File: config.mk
export PLATFORM = sky130hd
export DESIGN_NAME = sram_expansion_port
export DESIGN_NICKNAME = d
export VERILOG_FILES = /design/src/rtl/sram_port_pkg.sv /design/src/rtl/sram_expansion_port.sv
export SDC_FILE = /design/constraint.sdc
export NUM_CORES = 1
export LEC_CHECK = 0
export BUFFER_PORTS_ARGS = -buffer_cell sky130_fd_sc_hd__buf_2
export CORE_ASPECT_RATIO = 0.7
export CORE_MARGIN = 10
export CORE_UTILIZATION = 50
export CTS_CLUSTER_SIZE = 12
export DETAILED_ROUTE_END_ITERATION = 16
export GPL_TIMING_DRIVEN = 0
export HOLD_SLACK_MARGIN = 0.15
export PLACE_DENSITY = 0.82
export SYNTH_ARGS = -nofsm -noshare
export SYNTH_HDL_FRONTEND = slang
export SYNTH_SLANG_ARGS = --single-unit
File: constraint.sdc
create_clock -name mclk_in -period 5.2 [get_ports mclk_in]
set_input_delay 0.52 -clock mclk_in [delete_from_list [all_inputs] [get_ports mclk_in]]
set_output_delay 0.52 -clock mclk_in [all_outputs]
set_load 0.01 [all_outputs]
File: src/rtl/sram_port_pkg.sv
// Constants shared by the expansion port controller and its bench
package sram_port_pkg;

  // ---------------------------------------------------------------
  // Widths
  // ---------------------------------------------------------------
  localparam int ADDR_W = 16;
  localparam int DATA_W = 24;
  localparam int HALF_W = 16;
  localparam int WAIT_W = 5;
  localparam int CNT_W  = 7;

  // ---------------------------------------------------------------
  // I/O addresses of the registers
  // ---------------------------------------------------------------
  localparam logic [ADDR_W-1:0] ADDR_SWITCH_HIGH = 16'hfff2;
  localparam logic [ADDR_W-1:0] ADDR_SWITCH_LOW  = 16'hfff3;
  localparam logic [ADDR_W-1:0] ADDR_SWITCH_FULL = 16'hfff4;
  localparam logic [ADDR_W-1:0] ADDR_BUS_WAIT    = 16'hfffc;

  // ---------------------------------------------------------------
  // Field layout and reset values
  // ---------------------------------------------------------------
  localparam int HIGH_LSB = 16;
  localparam int HIGH_W   = 8;
  localparam logic [WAIT_W-1:0] WAIT_RESET   = 5'h1f;
  localparam logic [DATA_W-1:0] SWITCH_RESET = 24'h000000;

  // ---------------------------------------------------------------
  // Wait-state thresholds and timing, counted in clock-output phases
  // ---------------------------------------------------------------
  localparam logic [WAIT_W-1:0] WAIT_TWO   = 5'h02;
  localparam logic [WAIT_W-1:0] WAIT_FOUR  = 5'h04;
  localparam logic [WAIT_W-1:0] WAIT_EIGHT = 5'h08;
  localparam logic [CNT_W-1:0]  BASE_PHASES   = 7'h02;
  localparam logic [CNT_W-1:0]  STROBE_PHASE  = 7'h01;
  localparam logic [CNT_W-1:0]  DATA_PHASE    = 7'h02;
  localparam logic [CNT_W-1:0]  WR_DELAY_HALF = 7'h01;
  localparam logic [CNT_W-1:0]  WR_DELAY_FULL = 7'h02;
  localparam logic [CNT_W-1:0]  TRAIL_ONE     = 7'h02;
  localparam logic [CNT_W-1:0]  TRAIL_TWO     = 7'h04;

  typedef enum logic [1:0] {
    ST_IDLE,
    ST_ACTIVE,
    ST_TRAIL
  } bus_state_e;

endpackage

File: src/rtl/sram_expansion_port.sv
// Expansion port controller: SRAM bus sequencer, wait control and program word switch
`timescale 1ns/10ps
`default_nettype none
//
// Contract
// - Every external access inserts the programmed five-bit wait count, zero to thirty-one.
// - Reset loads the wait count with all ones, the maximum.
// - Wait 4..7 adds one trailing state, 8 or more adds two, access time unchanged.
// - Write strobe delay: none at one wait, half clock at 2..3, full clock at 4+.
// - Write: address and select in low phase, strobe next rise, data in a low phase; at zero wait the data is never driven.
// - Read: address and select in low phase, strobe next rise, sample last high phase.
// - Each wait state keeps the address driven longer.
// - Chip select follows the address phase, not the strobes.
// - 24-bit data bus, 16-bit address bus, at most one access per two clocks.
// - Bus wait register is 16 bits; bits 5 to 15 read as zero.
// - Expansion disable bit shuts the port down to save power.
// - Switch register is 24-bit I/O read/write, taking 24-bit or 16-bit access.
// - A 16-bit source into 24 bits takes its top byte from the switch high byte.
// - A 24-bit source into 16 bits keeps only the low 16 bits.
// - Switch appears as full 24-bit, low 16-bit and high 8-bit registers.
// - Full switch address moves all 24 bits in one operation; the code does so only for a 24-bit access, a 16-bit access moves the low 16.
// - Low and high switch accesses are ordinary 16-bit I/O accesses.
// - Reading switch high zeroes the destination bits above its byte.

module sram_expansion_port
  import sram_port_pkg::*;
(
  input  wire logic                          mclk_in,                // Core clock
  input  wire logic                          resetn_in,              // Synchronous reset, low
  input  wire logic                          expansion_disable_bit_in, // Mode bit, port off
  // Core I/O register port
  input  wire logic [sram_port_pkg::ADDR_W-1:0] io_addr_in,          // I/O address
  input  wire logic                          io_rd_in,               // Read strobe
  input  wire logic                          io_wr_in,               // Write strobe
  input  wire logic                          io_wide_in,             // 24-bit access
  input  wire logic [sram_port_pkg::DATA_W-1:0] io_wdata_in,         // Write data
  output logic      [sram_port_pkg::DATA_W-1:0] io_rdata_out,        // Read data
  // Core external access request
  input  wire logic                          ext_req_in,             // Access request level
  input  wire logic                          ext_write_in,           // 1 write, 0 read
  input  wire logic [sram_port_pkg::ADDR_W-1:0] ext_addr_in,         // Access address
  input  wire logic [sram_port_pkg::DATA_W-1:0] ext_wdata_in,        // Access write data
  output logic                               ext_done_out,           // Access finished pulse
  output logic      [sram_port_pkg::DATA_W-1:0] ext_rdata_out,       // Sampled read data
  // External pins
  output logic                               clock_output_pin_out,   // Core clock divided by two
  output logic      [sram_port_pkg::ADDR_W-1:0] external_address_bus_out, // Address
  output logic                               memory_chip_select_n_out, // Chip select, low
  output logic                               read_strobe_n_out,      // Read strobe, low
  output logic                               write_strobe_n_out,     // Write strobe, low
  output logic      [sram_port_pkg::DATA_W-1:0] data_bus_out,        // Data drive value
  output logic                               data_bus_oe_out,        // Data drive enable
  input  wire logic [sram_port_pkg::DATA_W-1:0] data_bus_in          // Data pin level
);
  import sram_port_pkg::*;

  // ---------------------------------------------------------------
  // Registers
  // ---------------------------------------------------------------
  logic [WAIT_W-1:0] wait_count_field;
  logic [DATA_W-1:0] program_word_switch;
  bus_state_e        state;
  logic [CNT_W-1:0]  phase_cnt;
  logic [WAIT_W-1:0] cur_wait;
  logic              cur_write;
  logic [ADDR_W-1:0] cur_addr;
  logic [DATA_W-1:0] cur_wdata;

  // ---------------------------------------------------------------
  // Register decode
  // ---------------------------------------------------------------
  wire logic hit_full = (io_addr_in == ADDR_SWITCH_FULL);
  wire logic hit_low  = (io_addr_in == ADDR_SWITCH_LOW);
  wire logic hit_high = (io_addr_in == ADDR_SWITCH_HIGH);
  wire logic hit_wait = (io_addr_in == ADDR_BUS_WAIT);

  wire logic [HIGH_W-1:0] switch_high = program_word_switch[DATA_W-1:HIGH_LSB];
  wire logic [HALF_W-1:0] switch_low  = program_word_switch[HALF_W-1:0];

  // 16-bit sources gain the switch high byte when they land in 24 bits
  wire logic [DATA_W-1:0] full_rd = io_wide_in ? program_word_switch
                                              : {8'h00, switch_low};
  wire logic [DATA_W-1:0] low_rd  = io_wide_in ? {switch_high, switch_low}
                                              : {8'h00, switch_low};
  wire logic [DATA_W-1:0] high_rd = {16'h0000, switch_high};
  wire logic [DATA_W-1:0] wait_rd = {19'h00000, wait_count_field};

  wire logic [DATA_W-1:0] next_rdata =
      hit_full ? full_rd :
      hit_low  ? low_rd  :
      hit_high ? high_rd :
      hit_wait ? wait_rd : 24'h000000;

  // A 16-bit write into the full address keeps the stored top byte
  wire logic [DATA_W-1:0] full_wr = io_wide_in ? io_wdata_in
                                              : {switch_high, io_wdata_in[HALF_W-1:0]};

  wire logic [DATA_W-1:0] next_switch =
      (io_wr_in && hit_full) ? full_wr :
      (io_wr_in && hit_low)  ? {switch_high, io_wdata_in[HALF_W-1:0]} :
      (io_wr_in && hit_high) ? {io_wdata_in[HIGH_W-1:0], switch_low} :
      program_word_switch;

  // ---------------------------------------------------------------
  // Access timing derived from the latched wait count
  // ---------------------------------------------------------------
  // Active phases: address and strobe phases plus one clock per wait state
  wire logic [CNT_W-1:0] wait_phases  = {1'b0, cur_wait, 1'b0};
  wire logic [CNT_W-1:0] active_len   = BASE_PHASES + wait_phases;
  wire logic [CNT_W-1:0] trail_len    =
      (cur_wait >= WAIT_EIGHT) ? TRAIL_TWO :
      (cur_wait >= WAIT_FOUR)  ? TRAIL_ONE : 7'h00;
  wire logic [CNT_W-1:0] wr_delay     =
      (cur_wait >= WAIT_FOUR) ? WR_DELAY_FULL :
      (cur_wait >= WAIT_TWO)  ? WR_DELAY_HALF : 7'h00;
  wire logic [CNT_W-1:0] wr_phase     = STROBE_PHASE + wr_delay;
  wire logic [CNT_W-1:0] last_active  = active_len - 7'h01;
  wire logic [CNT_W-1:0] last_trail   = trail_len - 7'h01;

  // Starting only while the clock output is high puts the address in a low phase
  wire logic port_on   = !expansion_disable_bit_in;
  wire logic start     = (state == ST_IDLE) && ext_req_in && port_on
                         && clock_output_pin_out && !ext_done_out;
  wire logic end_act   = (state == ST_ACTIVE) && (phase_cnt == last_active);
  wire logic end_trail = (state == ST_TRAIL) && (phase_cnt == last_trail);
  wire logic finish    = (end_act && (trail_len == 7'h00)) || end_trail;

  // ---------------------------------------------------------------
  // Sequencer next state
  // ---------------------------------------------------------------
  bus_state_e       next_state;
  logic [CNT_W-1:0] next_cnt;

  always_comb begin
    next_state = state;
    next_cnt   = phase_cnt + 7'h01;
    unique case (state)
      ST_IDLE: begin
        next_cnt = 7'h00;
        if (start) begin
          next_state = ST_ACTIVE;
        end
      end
      ST_ACTIVE: begin
        if (end_act) begin
          next_cnt   = 7'h00;
          next_state = (trail_len == 7'h00) ? ST_IDLE : ST_TRAIL;
        end
      end
      ST_TRAIL: begin
        if (end_trail) begin
          next_cnt   = 7'h00;
          next_state = ST_IDLE;
        end
      end
    endcase
  end

  // Pin values for the coming phase, registered below
  wire logic next_active = (next_state == ST_ACTIVE);
  wire logic next_busy   = (next_state != ST_IDLE);
  wire logic next_write  = start ? ext_write_in : cur_write;
  wire logic [WAIT_W-1:0] next_wait = start ? wait_count_field : cur_wait;
  wire logic next_cs_n   = !next_active;
  wire logic next_rd_n   = !(next_active && !next_write
                             && (next_cnt >= STROBE_PHASE));
  wire logic next_wr_n   = !(next_active && next_write
                             && (next_cnt >= wr_phase));
  // Write data stays on the bus through the trailing states for hold time
  wire logic next_oe     = next_busy && next_write
                           && ((next_state == ST_TRAIL) || (next_cnt >= DATA_PHASE));
  // Last active phase is a high phase of the clock output
  wire logic sample_rd   = end_act && !cur_write;

  // ---------------------------------------------------------------
  // Flip-flops
  // ---------------------------------------------------------------
  always_ff @(posedge mclk_in) begin
    if (!resetn_in) begin
      wait_count_field    <= WAIT_RESET;
      program_word_switch <= SWITCH_RESET;
      io_rdata_out        <= 24'h000000;
    end else begin
      if (io_wr_in && hit_wait) begin
        wait_count_field <= io_wdata_in[WAIT_W-1:0];
      end
      program_word_switch <= next_switch;
      io_rdata_out        <= io_rd_in ? next_rdata : 24'h000000;
    end
  end

  always_ff @(posedge mclk_in) begin
    if (!resetn_in) begin
      state     <= ST_IDLE;
      phase_cnt <= 7'h00;
      cur_wait  <= WAIT_RESET;
      cur_write <= 1'b0;
      cur_addr  <= 16'h0000;
      cur_wdata <= 24'h000000;
    end else begin
      state     <= next_state;
      phase_cnt <= next_cnt;
      cur_wait  <= next_wait;
      cur_write <= next_write;
      if (start) begin
        cur_addr  <= ext_addr_in;
        cur_wdata <= ext_wdata_in;
      end
    end
  end

  // Clock output is held high while the port is disabled to cut switching power
  always_ff @(posedge mclk_in) begin
    if (!resetn_in) begin
      clock_output_pin_out <= 1'b1;
    end else begin
      clock_output_pin_out <= port_on ? !clock_output_pin_out : 1'b1;
    end
  end

  always_ff @(posedge mclk_in) begin
    if (!resetn_in) begin
      external_address_bus_out <= 16'h0000;
      memory_chip_select_n_out <= 1'b1;
      read_strobe_n_out        <= 1'b1;
      write_strobe_n_out       <= 1'b1;
      data_bus_out             <= 24'h000000;
      data_bus_oe_out          <= 1'b0;
      ext_done_out             <= 1'b0;
      ext_rdata_out            <= 24'h000000;
    end else begin
      if (start) begin
        external_address_bus_out <= ext_addr_in;
        data_bus_out             <= ext_wdata_in;
      end
      memory_chip_select_n_out <= next_cs_n;
      read_strobe_n_out        <= next_rd_n;
      write_strobe_n_out       <= next_wr_n;
      data_bus_oe_out          <= next_oe;
      ext_done_out             <= finish;
      if (sample_rd) begin
        ext_rdata_out <= data_bus_in;
      end
    end
  end

endmodule
`default_nettype wire

==> out/metrics.cfg, run 1 <==
[critical_path]
rr_endpoint=write_strobe_n_out
end_kind=register
cpMaxStageDelayCell=dfxtp_1
rrSetupSlack_ps=2110
worst_ep_arrival_time_ps=3440
slowest_delay_ps=480
path_buf_inv=0
crit_chain=ha_1, o211ai_1, a2111oi_4, nor3_1, a31o_4, and2_1, ha_1, a21oi_1, nor2b_1, nor4b_1, a21oi_1, nand3_1
reg2reg_depth=12
cpLargestDelayFamily=compound AO/OA/AOI/OAI gates
path_max_fanout=8
start_kind=register
path_class=reg2reg
crit-reg2reg-launch=state[1]
crit_required_ps=5550

[placed_design]
dp_hpwl_um=12940
gp_congestion=0.9199
numPortBuffers=205
dp_cells=935

[yosys]
ys_seq_area_share_pct=52.35
synthCells=598
synthSimpleGateAreaFrac_pct=22.81
synth_compound_area_share_pct=12.30
synthArstFlopShare_pct=0
yosysWarnings=0
syn_area_um2=5278
synth_common_cells=138 x dfxtp_1, 138 x nand2_1, 65 x a21oi_1
ys_seq_elements=138
ys_types=46
synth_top_family_by_area=simple AND/OR/NAND/NOR gates
yosysTopAreaCell=dfxtp_1
synth-main-ff-cell=dfxtp_1
synth_top_area_share_pct=52.35
synth_xor_area_share_pct=1.826
synthAdderAreaFrac_pct=1.660
yosys-top-cells-area=dfxtp_1 52%, nand2_1 9.8%, a21oi_1 6.2%
synth_edf_count=0
synth.mux.area_fraction_pct=5.690
synth_nets=717
synth_area_per_cell_um2=8.825

[sta]
hold_viol=0
fin_crit_ps=3090
rsz0062_at_grt=no
fin_crit_sh_pct=59.43
fin_tns_setup_ps=0
max-slew-margin-rel_pct=23.91
maxSlewViolCount=0
setup_viol=0
skew_ps=7.785
fmax_mhz=323.6
worstMarginPinSlew_ps=1131

[power_and_ir_drop]
p_leak_uw=0.003078
combPwrFrac_pct=6.4
power.density_nw_per_um2=354.5
ir_worst_vdd_uv=258.2
p_int_uw=1969
switching_share_pct=21.75
pwr-share-clk_pct=50.2
p_switching_uw=547.3
p_seq_share_pct=43.4

[cells_and_area]
final_util_pct=68.80
fillCellCount=841
instances_no_fill=967
drive_gt1_share_pct=29.41
fin_nets=941
area_growth_pct=34.50

[drt]
wire_per_inst_um=17.19
drt_first_iter_violations=488
dr.pass1.iters=7
via_per_inst=5.338
ant_nets=0
drt_wl_total_um=16620
drcViolationCount=0
vias=5162

[die]
die_h_um=106.0
initial_core_util_pct=51.15
coreArea_um2=10320
die_area_um2=15130
row_count=31
pin_count=206
die_w_um=142.8

[hold_path]
worst_hold_path.num_cells=3
worstHoldPathType=in2reg
hp-start=ext_wdata_in[14]
hold_end=data_bus_out[14]

[run_status]
outcome=complete, no violations

[grt]
overflow=0
grt_pass1_vias=5253
grt_max_degree=17
grt_usage_pct=21.36
grt_antenna_before_repair=2
grt_first_pass_wirelength_um=26060

[clocking]
post_cts_buffers=0
cts_tree=done
clkLatencyLatePin_ps=410
root_buffer=clkbuf_16
cts.path.max_buffers=2
ctsHtreeMaxLevel=4
numClockSinks=138
cts_resized=0
cts_buffers=17
hold_buffers=0
clkTransAtPathRegs_ps=60

[run]
drv_cap=0

==> final cells by class <==
type                    count  area [um2]  share of cell area [%]
diodes                      2       5.005                 0.07051
plain buffers              34       151.4                   2.133
clock buffers              19       452.9                   6.381
clock inverters            11       171.4                   2.415
inverters                   6       22.52                  0.3173
multi-input cells         420        2341                   32.98
flip-flops and latches    138        2763                   38.92
well taps                 132       165.2                   2.327
repair buffers            205        1026                   14.45
==> layer usage <==
layer | track usage [%] | vias to the layer above | wire (um)
met5 | 0 | - | 0
met1 | 24.55 | 2386 | 6414
li1 | - | 2482 | -
met4 | 7.783 | 0 | 404
met3 | 9.293 | 35 | 1889
met2 | 34.79 | 259 | 7916
==> power by group through the flow <==
stage | Combinational, uW | Clock [uW] | Sequential [uW]
finish | 161 | 1260 | 1090
CTS | 160 | 1270 | 1090
global route | 178 | 1320 | 1090
detailed placement | 158 | 0 | 1110
floorplan | 65.8 | 0 | 1120
global placement | 153 | 0 | 1110
==> logic make-up after synthesis <==
group,after synthesis
XOR/XNOR,11
other,1
AO/OA/AOI/OAI,98
buffers and inverters,40
flip-flops,138
adder cells (fa/ha/maj),7
multiplexers,30
AND/OR/NAND/NOR,273
==> sequential cells by signal, summed over array words and instances, names as in the netlist <==
register / count
cur_wait: 5
clock_output_pin_out: 1
ext_rdata_out: 24
read_strobe_n_out: 1
ext_done_out: 1
io_rdata_out: 24
memory_chip_select_n_out: 1
write_strobe_n_out: 1
external_address_bus_out: 16
data_bus_out: 24
cur_write: 1
phase_cnt: 7
state: 2
wait_count_field: 5
data_bus_oe_out: 1
program_word_switch: 24
==> worst max path at each step <==
| stage | startpoint | endpoint | slack (ps) | cells after the start |
|---|---|---|---|---|
| 6_report | state[1] | write_strobe_n_out | 2110 | 12 |
| 5_1_grt | state[1] | write_strobe_n_out | 1780 | 12 |
| 4_1_cts | state[1] | write_strobe_n_out | 2150 | 12 |
| 3_5_place_dp | state[0] | write_strobe_n_out | 2270 | 13 |
| 3_3_place_gp | phase_cnt[2] | write_strobe_n_out | 2360 | 12 |
| 2_1_floorplan | phase_cnt[2] | write_strobe_n_out | 2550 | 12 |
==> placed cells by master (no fill, tap or decap), drive strengths merged, types with 2 or more instances in the layout <==
cell type,count
a22oi,4
a2111oi,3
and3,12
nand4,3
or3,3
buf,212
a31oi,2
nor3,15
clkbuf,46
diode,2
bufinv,4
inv,6
nor4,3
ha,7
dfxtp,138
a222oi,5
clkinv,5
and2,10
a311oi,2
mux2i,30
xor2,7
xnor2,4
a221oi,8
nand2b,3
nor2,58
nand3,11
nor4b,2
nor2b,10
or4,2
nand2,138
clkinvlp,2
a21oi,65
o21ai,3
==> worst register-to-register path: stages (launching register included) <==
cell and delay (ps):
dfxtp_1 480, ha_1 310, o211ai_1 240, a2111oi_4 430
nor3_1 140, a31o_4 270, and2_1 160, ha_1 290
a21oi_1 160, nor2b_1 80, nor4b_1 260, a21oi_1 120
nand3_1 100
==> through the flow <==
| stage | power, uW | hold WS (ps) | worst slack, ps | area [um2] |
|---|---|---|---|---|
| 2_1_floorplan | 1186 | 427.3 | 2552 | 5278 |
| 3_3_place_gp | 1266 | 435.2 | 2357 | 6469 |
| 3_5_place_dp | 1273 | 438.8 | 2266 | 6469 |
| 4_1_cts | 2525 | 336.9 | 2149 | 7093 |
| 5_1_grt | 2592 | 336.4 | 1776 | 7098 |
| 6_report | 2516 | 346.9 | 2110 | 7098 |
(Power assumes the default switching activity.)
==> run 2, diff against run 1 <==
ABC_AREA = 1   (was not set)
CORE_UTILIZATION = 49   (was 50)
PLACE_DENSITY = 0.8   (was 0.82)
clock period = 3.15 ns   (was 5.2 ns; I/O delays follow)
==> out/metrics.cfg, run 2 <==
[run_status]
outcome=complete, no violations

[clocking]
clkLatencyLatePin_ps=410  ; about the same
cts_resized=0  ; unchanged
ctsHtreeMaxLevel=4  ; unchanged
cts.path.max_buffers=2  ; unchanged
post_cts_buffers=0  ; unchanged
cts_tree=done
numClockSinks=138  ; unchanged
root_buffer=clkbuf_16
hold_buffers=42  ; +42
cts_buffers=17  ; unchanged
clkTransAtPathRegs_ps=60  ; about the same

[drt]
ant_nets=0  ; unchanged
drt_first_iter_violations=470  ; -3.7%
wire_per_inst_um=16.21  ; -5.7%
drt_wl_total_um=18360  ; +10%
via_per_inst=5.047  ; -5.5%
dr.pass1.iters=5  ; -2
drcViolationCount=0  ; unchanged
vias=5713  ; +11%

[sta]
fmax_mhz=447.8  ; +38%
fin_tns_setup_ps=0  ; unchanged
fin_crit_ps=2233  ; -857.1 ps
skew_ps=10.16  ; +2.374 ps
max-slew-margin-rel_pct=60.21  ; +36 points
fin_crit_sh_pct=70.89  ; +11 points
hold_viol=0  ; unchanged
maxSlewViolCount=0  ; unchanged
worstMarginPinSlew_ps=594.6  ; -536.2 ps
setup_viol=0  ; unchanged
rsz0062_at_grt=no

[critical_path]
path_class=reg2reg
cpMaxStageDelayCell=dfxtp_1
cpLargestDelayFamily=simple AND/OR/NAND/NOR gates
path_max_fanout=10  ; +2
cp-startpoint=state[0]
path_buf_inv=3  ; +3
rr_endpoint=write_strobe_n_out
rrSetupSlack_ps=920  ; -1190 ps
end_kind=register
slowest_delay_ps=310  ; -170 ps
crit_chain=inv_1, ha_1, nand2_1, inv_1, o21ai_0, nor2_1, nand3_1, nand2_2, nand2_4, nand3_1, inv_1, ha_1, o21ai_0, nand2_1, a21oi_1, nand3_1, nand4_1
worst_ep_arrival_time_ps=2570  ; -870 ps
crit_required_ps=3490  ; -2060 ps
reg2reg_depth=17  ; +5
start_kind=register
crit-reg2reg-launch=state[0]

[power_and_ir_drop]
p_leak_uw=0.003837  ; +25%
ir_worst_vdd_uv=542.3  ; +110%
power.density_nw_per_um2=631.3  ; +78%

[grt]
grt_pass1_vias=5641  ; +7.4%
grt_usage_pct=22.45  ; +1.1 points
overflow=0  ; unchanged
grt_max_degree=17  ; unchanged
grt_first_pass_wirelength_um=28570  ; +9.6%
grt_antenna_before_repair=0  ; -2

[hold_path]
hold_end=ext_rdata_out[3]
worst_hold_path.num_cells=3  ; unchanged
worstHoldPathType=in2reg
hp-start=data_bus_in[3]

[yosys]
synth_nets=820  ; +14%
synth_top_family_by_area=simple AND/OR/NAND/NOR gates
synthAdderAreaFrac_pct=1.616  ; -0.044 points
synth-main-ff-cell=dfxtp_1
ys_types=30  ; -35%
synth_compound_area_share_pct=15.72  ; +3.4 points
synth_common_cells=159 x nor2_1, 138 x dfxtp_1, 87 x o21ai_0
yosysWarnings=0  ; unchanged
synth.mux.area_fraction_pct=0  ; -5.7 points
syn_area_um2=5420  ; +2.7%
synthSimpleGateAreaFrac_pct=23.61  ; +0.81 points
yosysMostFrequentCell=nor2_1
synth_area_per_cell_um2=7.732  ; -12%
ys_seq_area_share_pct=50.97  ; -1.4 points
synth_top_area_share_pct=50.97  ; -1.4 points
synthArstFlopShare_pct=0  ; unchanged
yosys-top-cells-area=dfxtp_1 51%, nor2_1 11%, o21ai_0 8.0%
synth_xor_area_share_pct=0.6464  ; -1.2 points
synth_edf_count=0  ; unchanged
yosysTopAreaCell=dfxtp_1
ys_seq_elements=138  ; unchanged
synthCells=701  ; +17%

[placed_design]
gp_congestion=0.8985  ; -2.3%
dp_hpwl_um=12900  ; -0.29%
numPortBuffers=204  ; -0.49%

[cells_and_area]
seq_area_um2=2763  ; unchanged
area_growth_pct=42.34
final_common_cell=buf_2
fin_nets=1085  ; +15%
drive_gt1_share_pct=29.42  ; about the same
fillCellCount=840  ; -0.12%
n_antenna_cell=0  ; -2
layout_common_cells=214 x buf_2, 159 x nor2_1, 138 x dfxtp_1
multi_input_area_um2=2258  ; -3.5%
final_util_pct=70.58  ; +1.8 points

[die]
die_w_um=145.7  ; +2.0%
row_count=32  ; +3.2%
coreArea_um2=10930  ; +5.9%
initial_core_util_pct=49.59  ; -1.6 points
die_area_um2=15740  ; +4.0%
pin_count=206  ; unchanged
die_h_um=108.0  ; +1.9%

[run]
drv_cap=0  ; unchanged

-- run 2: cell types whose count changed after synthesis, moves of 11 or more --
cell	change
nor2_1	+101
o21ai_0	+85
nand2_1	-69
inv_1	+49
a21oi_1	-34
mux2i_1	-30
nor2_2	+25
o21ai_1	+21
and3_1	-11
-- run 2: stage by stage --
step	hold WS [ps]	total power, uW	instance area, um2	setup slack, ps	instances
after floorplan	416.8	2369	5420	1224	701
after global placement	430.6	2621	6633	1004	1058
after detailed placement	427.9	2645	6633	982.4	1058
after CTS	150.2	4884	7715	953.8	1132
after global routing	169.5	5083	7715	664.9	1132
final	155.7	4871	7715	916.9	1132
-- run 2: cell families after synthesis --
family / count (synthesis)
other: 1
xor gates and xnor gates: 4
buffers and inverters: 94
DFF: 138
adders and majority gates: 7
and+or+nand+nor: 298
AOI/OAI and AO/OA: 159
-- run 2: worst register-to-register path: stages (launching register included) --
cell	delay, ps
dfxtp_1	310
inv_1	90
ha_1	210
nand2_1	70
inv_1	50
o21ai_0	70
nor2_1	110
nand3_1	120
nand2_2	110
nand2_4	100
nand3_1	100
inv_1	50
ha_1	270
o21ai_0	70
nand2_1	80
a21oi_1	160
nand3_1	100
nand4_1	100
-- run 2: routing by layer --
layer / global-route usage [%] / wire, um / vias to the layer above
li1: - / - / 2793
met1: 26.68 / 7592 / 2608
met2: 36.08 / 8559 / 269
met3: 9.057 / 1735 / 43
met4: 8.777 / 467 / 0
met5: 0 / 0 / -
-- run 2: worst max-delay path by stage --
stage                               to  slack, ps  cells past startpoint
finish              write_strobe_n_out        920                     17
global route        write_strobe_n_out        660                     17
CTS                 write_strobe_n_out        950                     17
detailed placement  write_strobe_n_out        980                     17
global placement    write_strobe_n_out       1000                     17
floorplan           write_strobe_n_out       1220                     17
-- run 2: final cells by class --
cell class                 instances  share of cell area, %
multi-input combinational        469                  29.27
buffer                            36                  2.352
inverter                          58                  2.822
timing repair buffer             246                  18.68
sequential                       138                  35.81
tap                              153                  2.481
clock buffer                      21                  6.098
clock inverter                    11                  2.481
-- run 2: report_power, final --
group          switching (uW)  total, uW  internal [uW]
Sequential               53.5       1900           1850
Clock                     743       2210           1470
Combinational             466        756            291
==> run 3, diff against run 2 <==
ABC_AREA = 0   (was 1)
CORE_UTILIZATION = 44   (was 49)
PLACE_DENSITY = 0.76   (was 0.8)
clock period = 1.8 ns   (was 3.15 ns; I/O delays follow)
==> out/metrics.cfg, run 3 (synthesis results as in run 1) <==
[run_status]
outcome=complete, but fails checks
violations=setup timing

[grt]
grt_usage_pct=22.18  ; -0.27 points
use_met1_pct=26.16  ; -0.52 points
gr-max-usage-layer=met2
grt_max_degree=17  ; unchanged
overflow=0  ; unchanged
grt_pass1_vias=5717  ; +1.3%
grt_first_pass_wirelength_um=29930  ; +4.8%
met2_usage_pct=33.48  ; -2.6 points
grt_antenna_before_repair=5  ; +5
met3_usage_pct=9.587  ; +0.53 points

[clocking]
root_buffer=clkbuf_16
ctsHtreeMaxLevel=4  ; unchanged
clkLatencyLatePin_ps=420  ; about the same
clkTransAtPathRegs_ps=60  ; about the same
cts_buffers=17  ; unchanged
numClockSinks=138  ; unchanged
cts_tree=done
cts.path.max_buffers=2  ; unchanged

[die]
die_w_um=150.9  ; +3.6%
pin_count=206  ; unchanged
row_count=33  ; +3.1%
initial_core_util_pct=45.01  ; -4.6 points
coreArea_um2=11730  ; +7.3%
die_area_um2=16850  ; +7.1%
die_h_um=111.6  ; +3.4%

[critical_path]
path_max_fanout=5  ; -5
cpLargestDelayFamily=compound AO/OA/AOI/OAI gates
path_buf_inv=1  ; -2
path_depth=13  ; -4
crit_required_ps=2150  ; -1340 ps
cpMaxStageDelayCell=a2111oi_4
end_kind=register
reg2reg_depth=13  ; -4
path_class=reg2reg
start_kind=register
worst_ep_arrival_time_ps=2980  ; +410 ps
crit_top_cell=ha_4
crit_chain=inv_4, ha_4, o211ai_1, a2111oi_4, nor3_2, a31o_4, and2_4, ha_4, a21oi_2, nor2b_2, nor4b_2, a21oi_1, nand3_1
slowest_delay_ps=480  ; +170 ps

[placed_design]
gp_congestion=0.8454  ; -5.9%
numPortBuffers=205  ; +0.49%
dp_hpwl_um=12300  ; -4.6%
pre_cts_slack_ps=-980.8  ; -1963 ps

[drt]
vias=5834  ; +2.1%
dr.pass1.iters=5  ; unchanged
drt_wl_total_um=20560  ; +12%
ant_nets=0  ; unchanged
drt_first_iter_violations=503  ; +7.0%
drcViolationCount=0  ; unchanged
via_per_inst=5.284  ; +4.7%
wire_per_inst_um=18.62  ; +15%

[cells_and_area]
final_common_cell=buf_2
multi_input_area_um2=2521  ; +12%
drive_gt1_share_pct=33.12  ; +3.7 points
seq_area_um2=2778  ; +0.54%
fillCellCount=831  ; -1.1%
layout_common_cells=206 x buf_2, 137 x nand2_1, 130 x dfxtp_1
area_growth_pct=59.82
fin_nets=1049  ; -3.3%

[sta]
fin_tns_setup_ps=-10610  ; -10,610 ps
layout_setup_ws_ps=-832.0  ; -1749 ps
skew_ps=10.40  ; +0.2384 ps
fin_crit_ps=2632  ; +398.9 ps
fin_crit_sh_pct=146.2  ; +75 points
fmax_mhz=379.9  ; -15%
max-slew-margin-rel_pct=46.36  ; -14 points
hold_viol=0  ; unchanged
setup_viol=37  ; +37
worstMarginPinSlew_ps=802.1  ; +207.4 ps
holdWs_ps=200.7  ; +45.02 ps
rsz0062_at_grt=yes
maxSlewViolCount=0  ; unchanged

[power_and_ir_drop]
power.density_nw_per_um2=862.1  ; +37%
ir_worst_vdd_uv=720.6  ; +33%
p_leak_uw=0.003619  ; -5.7%

[hold_path]
worstHoldPathType=in2reg
worst_hold_path.num_cells=4  ; +1

[run]
drv_cap=0  ; unchanged

==> run 3: cell types whose count changed in the layout (fill, tap and decap cells not counted), moves of 11 or more <==
cell,before,now
inv_1,55,5
nand2_1,69,137
o21ai_0,87,2
dlygate4sd3_1,42,92
and3_1,1,12
a21oi_1,31,63
buf_4,1,13
nor2_2,25,0
nor2_1,159,56
mux2i_1,0,28
nand3_1,21,10
o21ai_1,22,1
==> run 3: worst paths after layout <==
path / to / slack, ps / from
max: write_strobe_n_out / -830 / state[0]
min: program_word_switch[22] / 200 / io_addr_in[0]
min reg2reg: program_word_switch[14] / 440 / program_word_switch[14]
max reg2reg: write_strobe_n_out / -830 / state[0]
==> run 3: routing by layer <==
| metal | up-vias | part of all wire (%) |
|---|---|---|
| li1 | 2705 | - |
| met1 | 2674 | 39 |
| met2 | 383 | 46 |
| met3 | 72 | 12 |
| met4 | 0 | 3.7 |
| met5 | - | 0 |
==> run 3: repair_timing <==
action | in CTS | in global routing
buffers inserted | 6 | 13
endpoints found under the setup margin | 82 | 100
hold buffers | 92 | 0
hold endpoints to repair | 110 | 0
pin swaps | 13 | 11
gates resized for setup | 8 | 67
gates cloned | 0 | 2
==> run 3: metrics by stage <==
stage / instance area, um2 / utilization (%) / power [uW] / cells
final: 8434 / 71.93 / 7272 / 1104
after global routing: 8434 / 71.93 / 7482 / 1104
after CTS: 8125 / 69.29 / 7219 / 1089
after detailed placement: 6551 / 55.87 / 3674 / 960
after global placement: 6551 / 55.87 / 3666 / 960
after floorplan: 5329 / - / 3429 / 598
==> run 3: final cells by class <==
type	count	share of cell area [%]
Inverter	6	0.2967
Antenna cell	5	0.1483
Clock buffer	20	5.415
Clock inverter	11	1.439
Tap cell	157	2.329
Multi-Input combinational cell	420	29.89
Timing Repair Buffer	318	25.68
Buffer	29	1.869
Sequential cell	138	32.93
==> run 3: power breakdown <==
group	switching [uW]	internal, uW	total, uW
Combinational	340	344	684
Sequential	46.9	3110	3160
Clock	1320	2100	3430
Total	1710	5560	7270
==> run 3: worst min-delay path: stages <==
cell and delay, ps:
buf_2 130, nor4_2 100, nor2_1 100, nor3_1 50
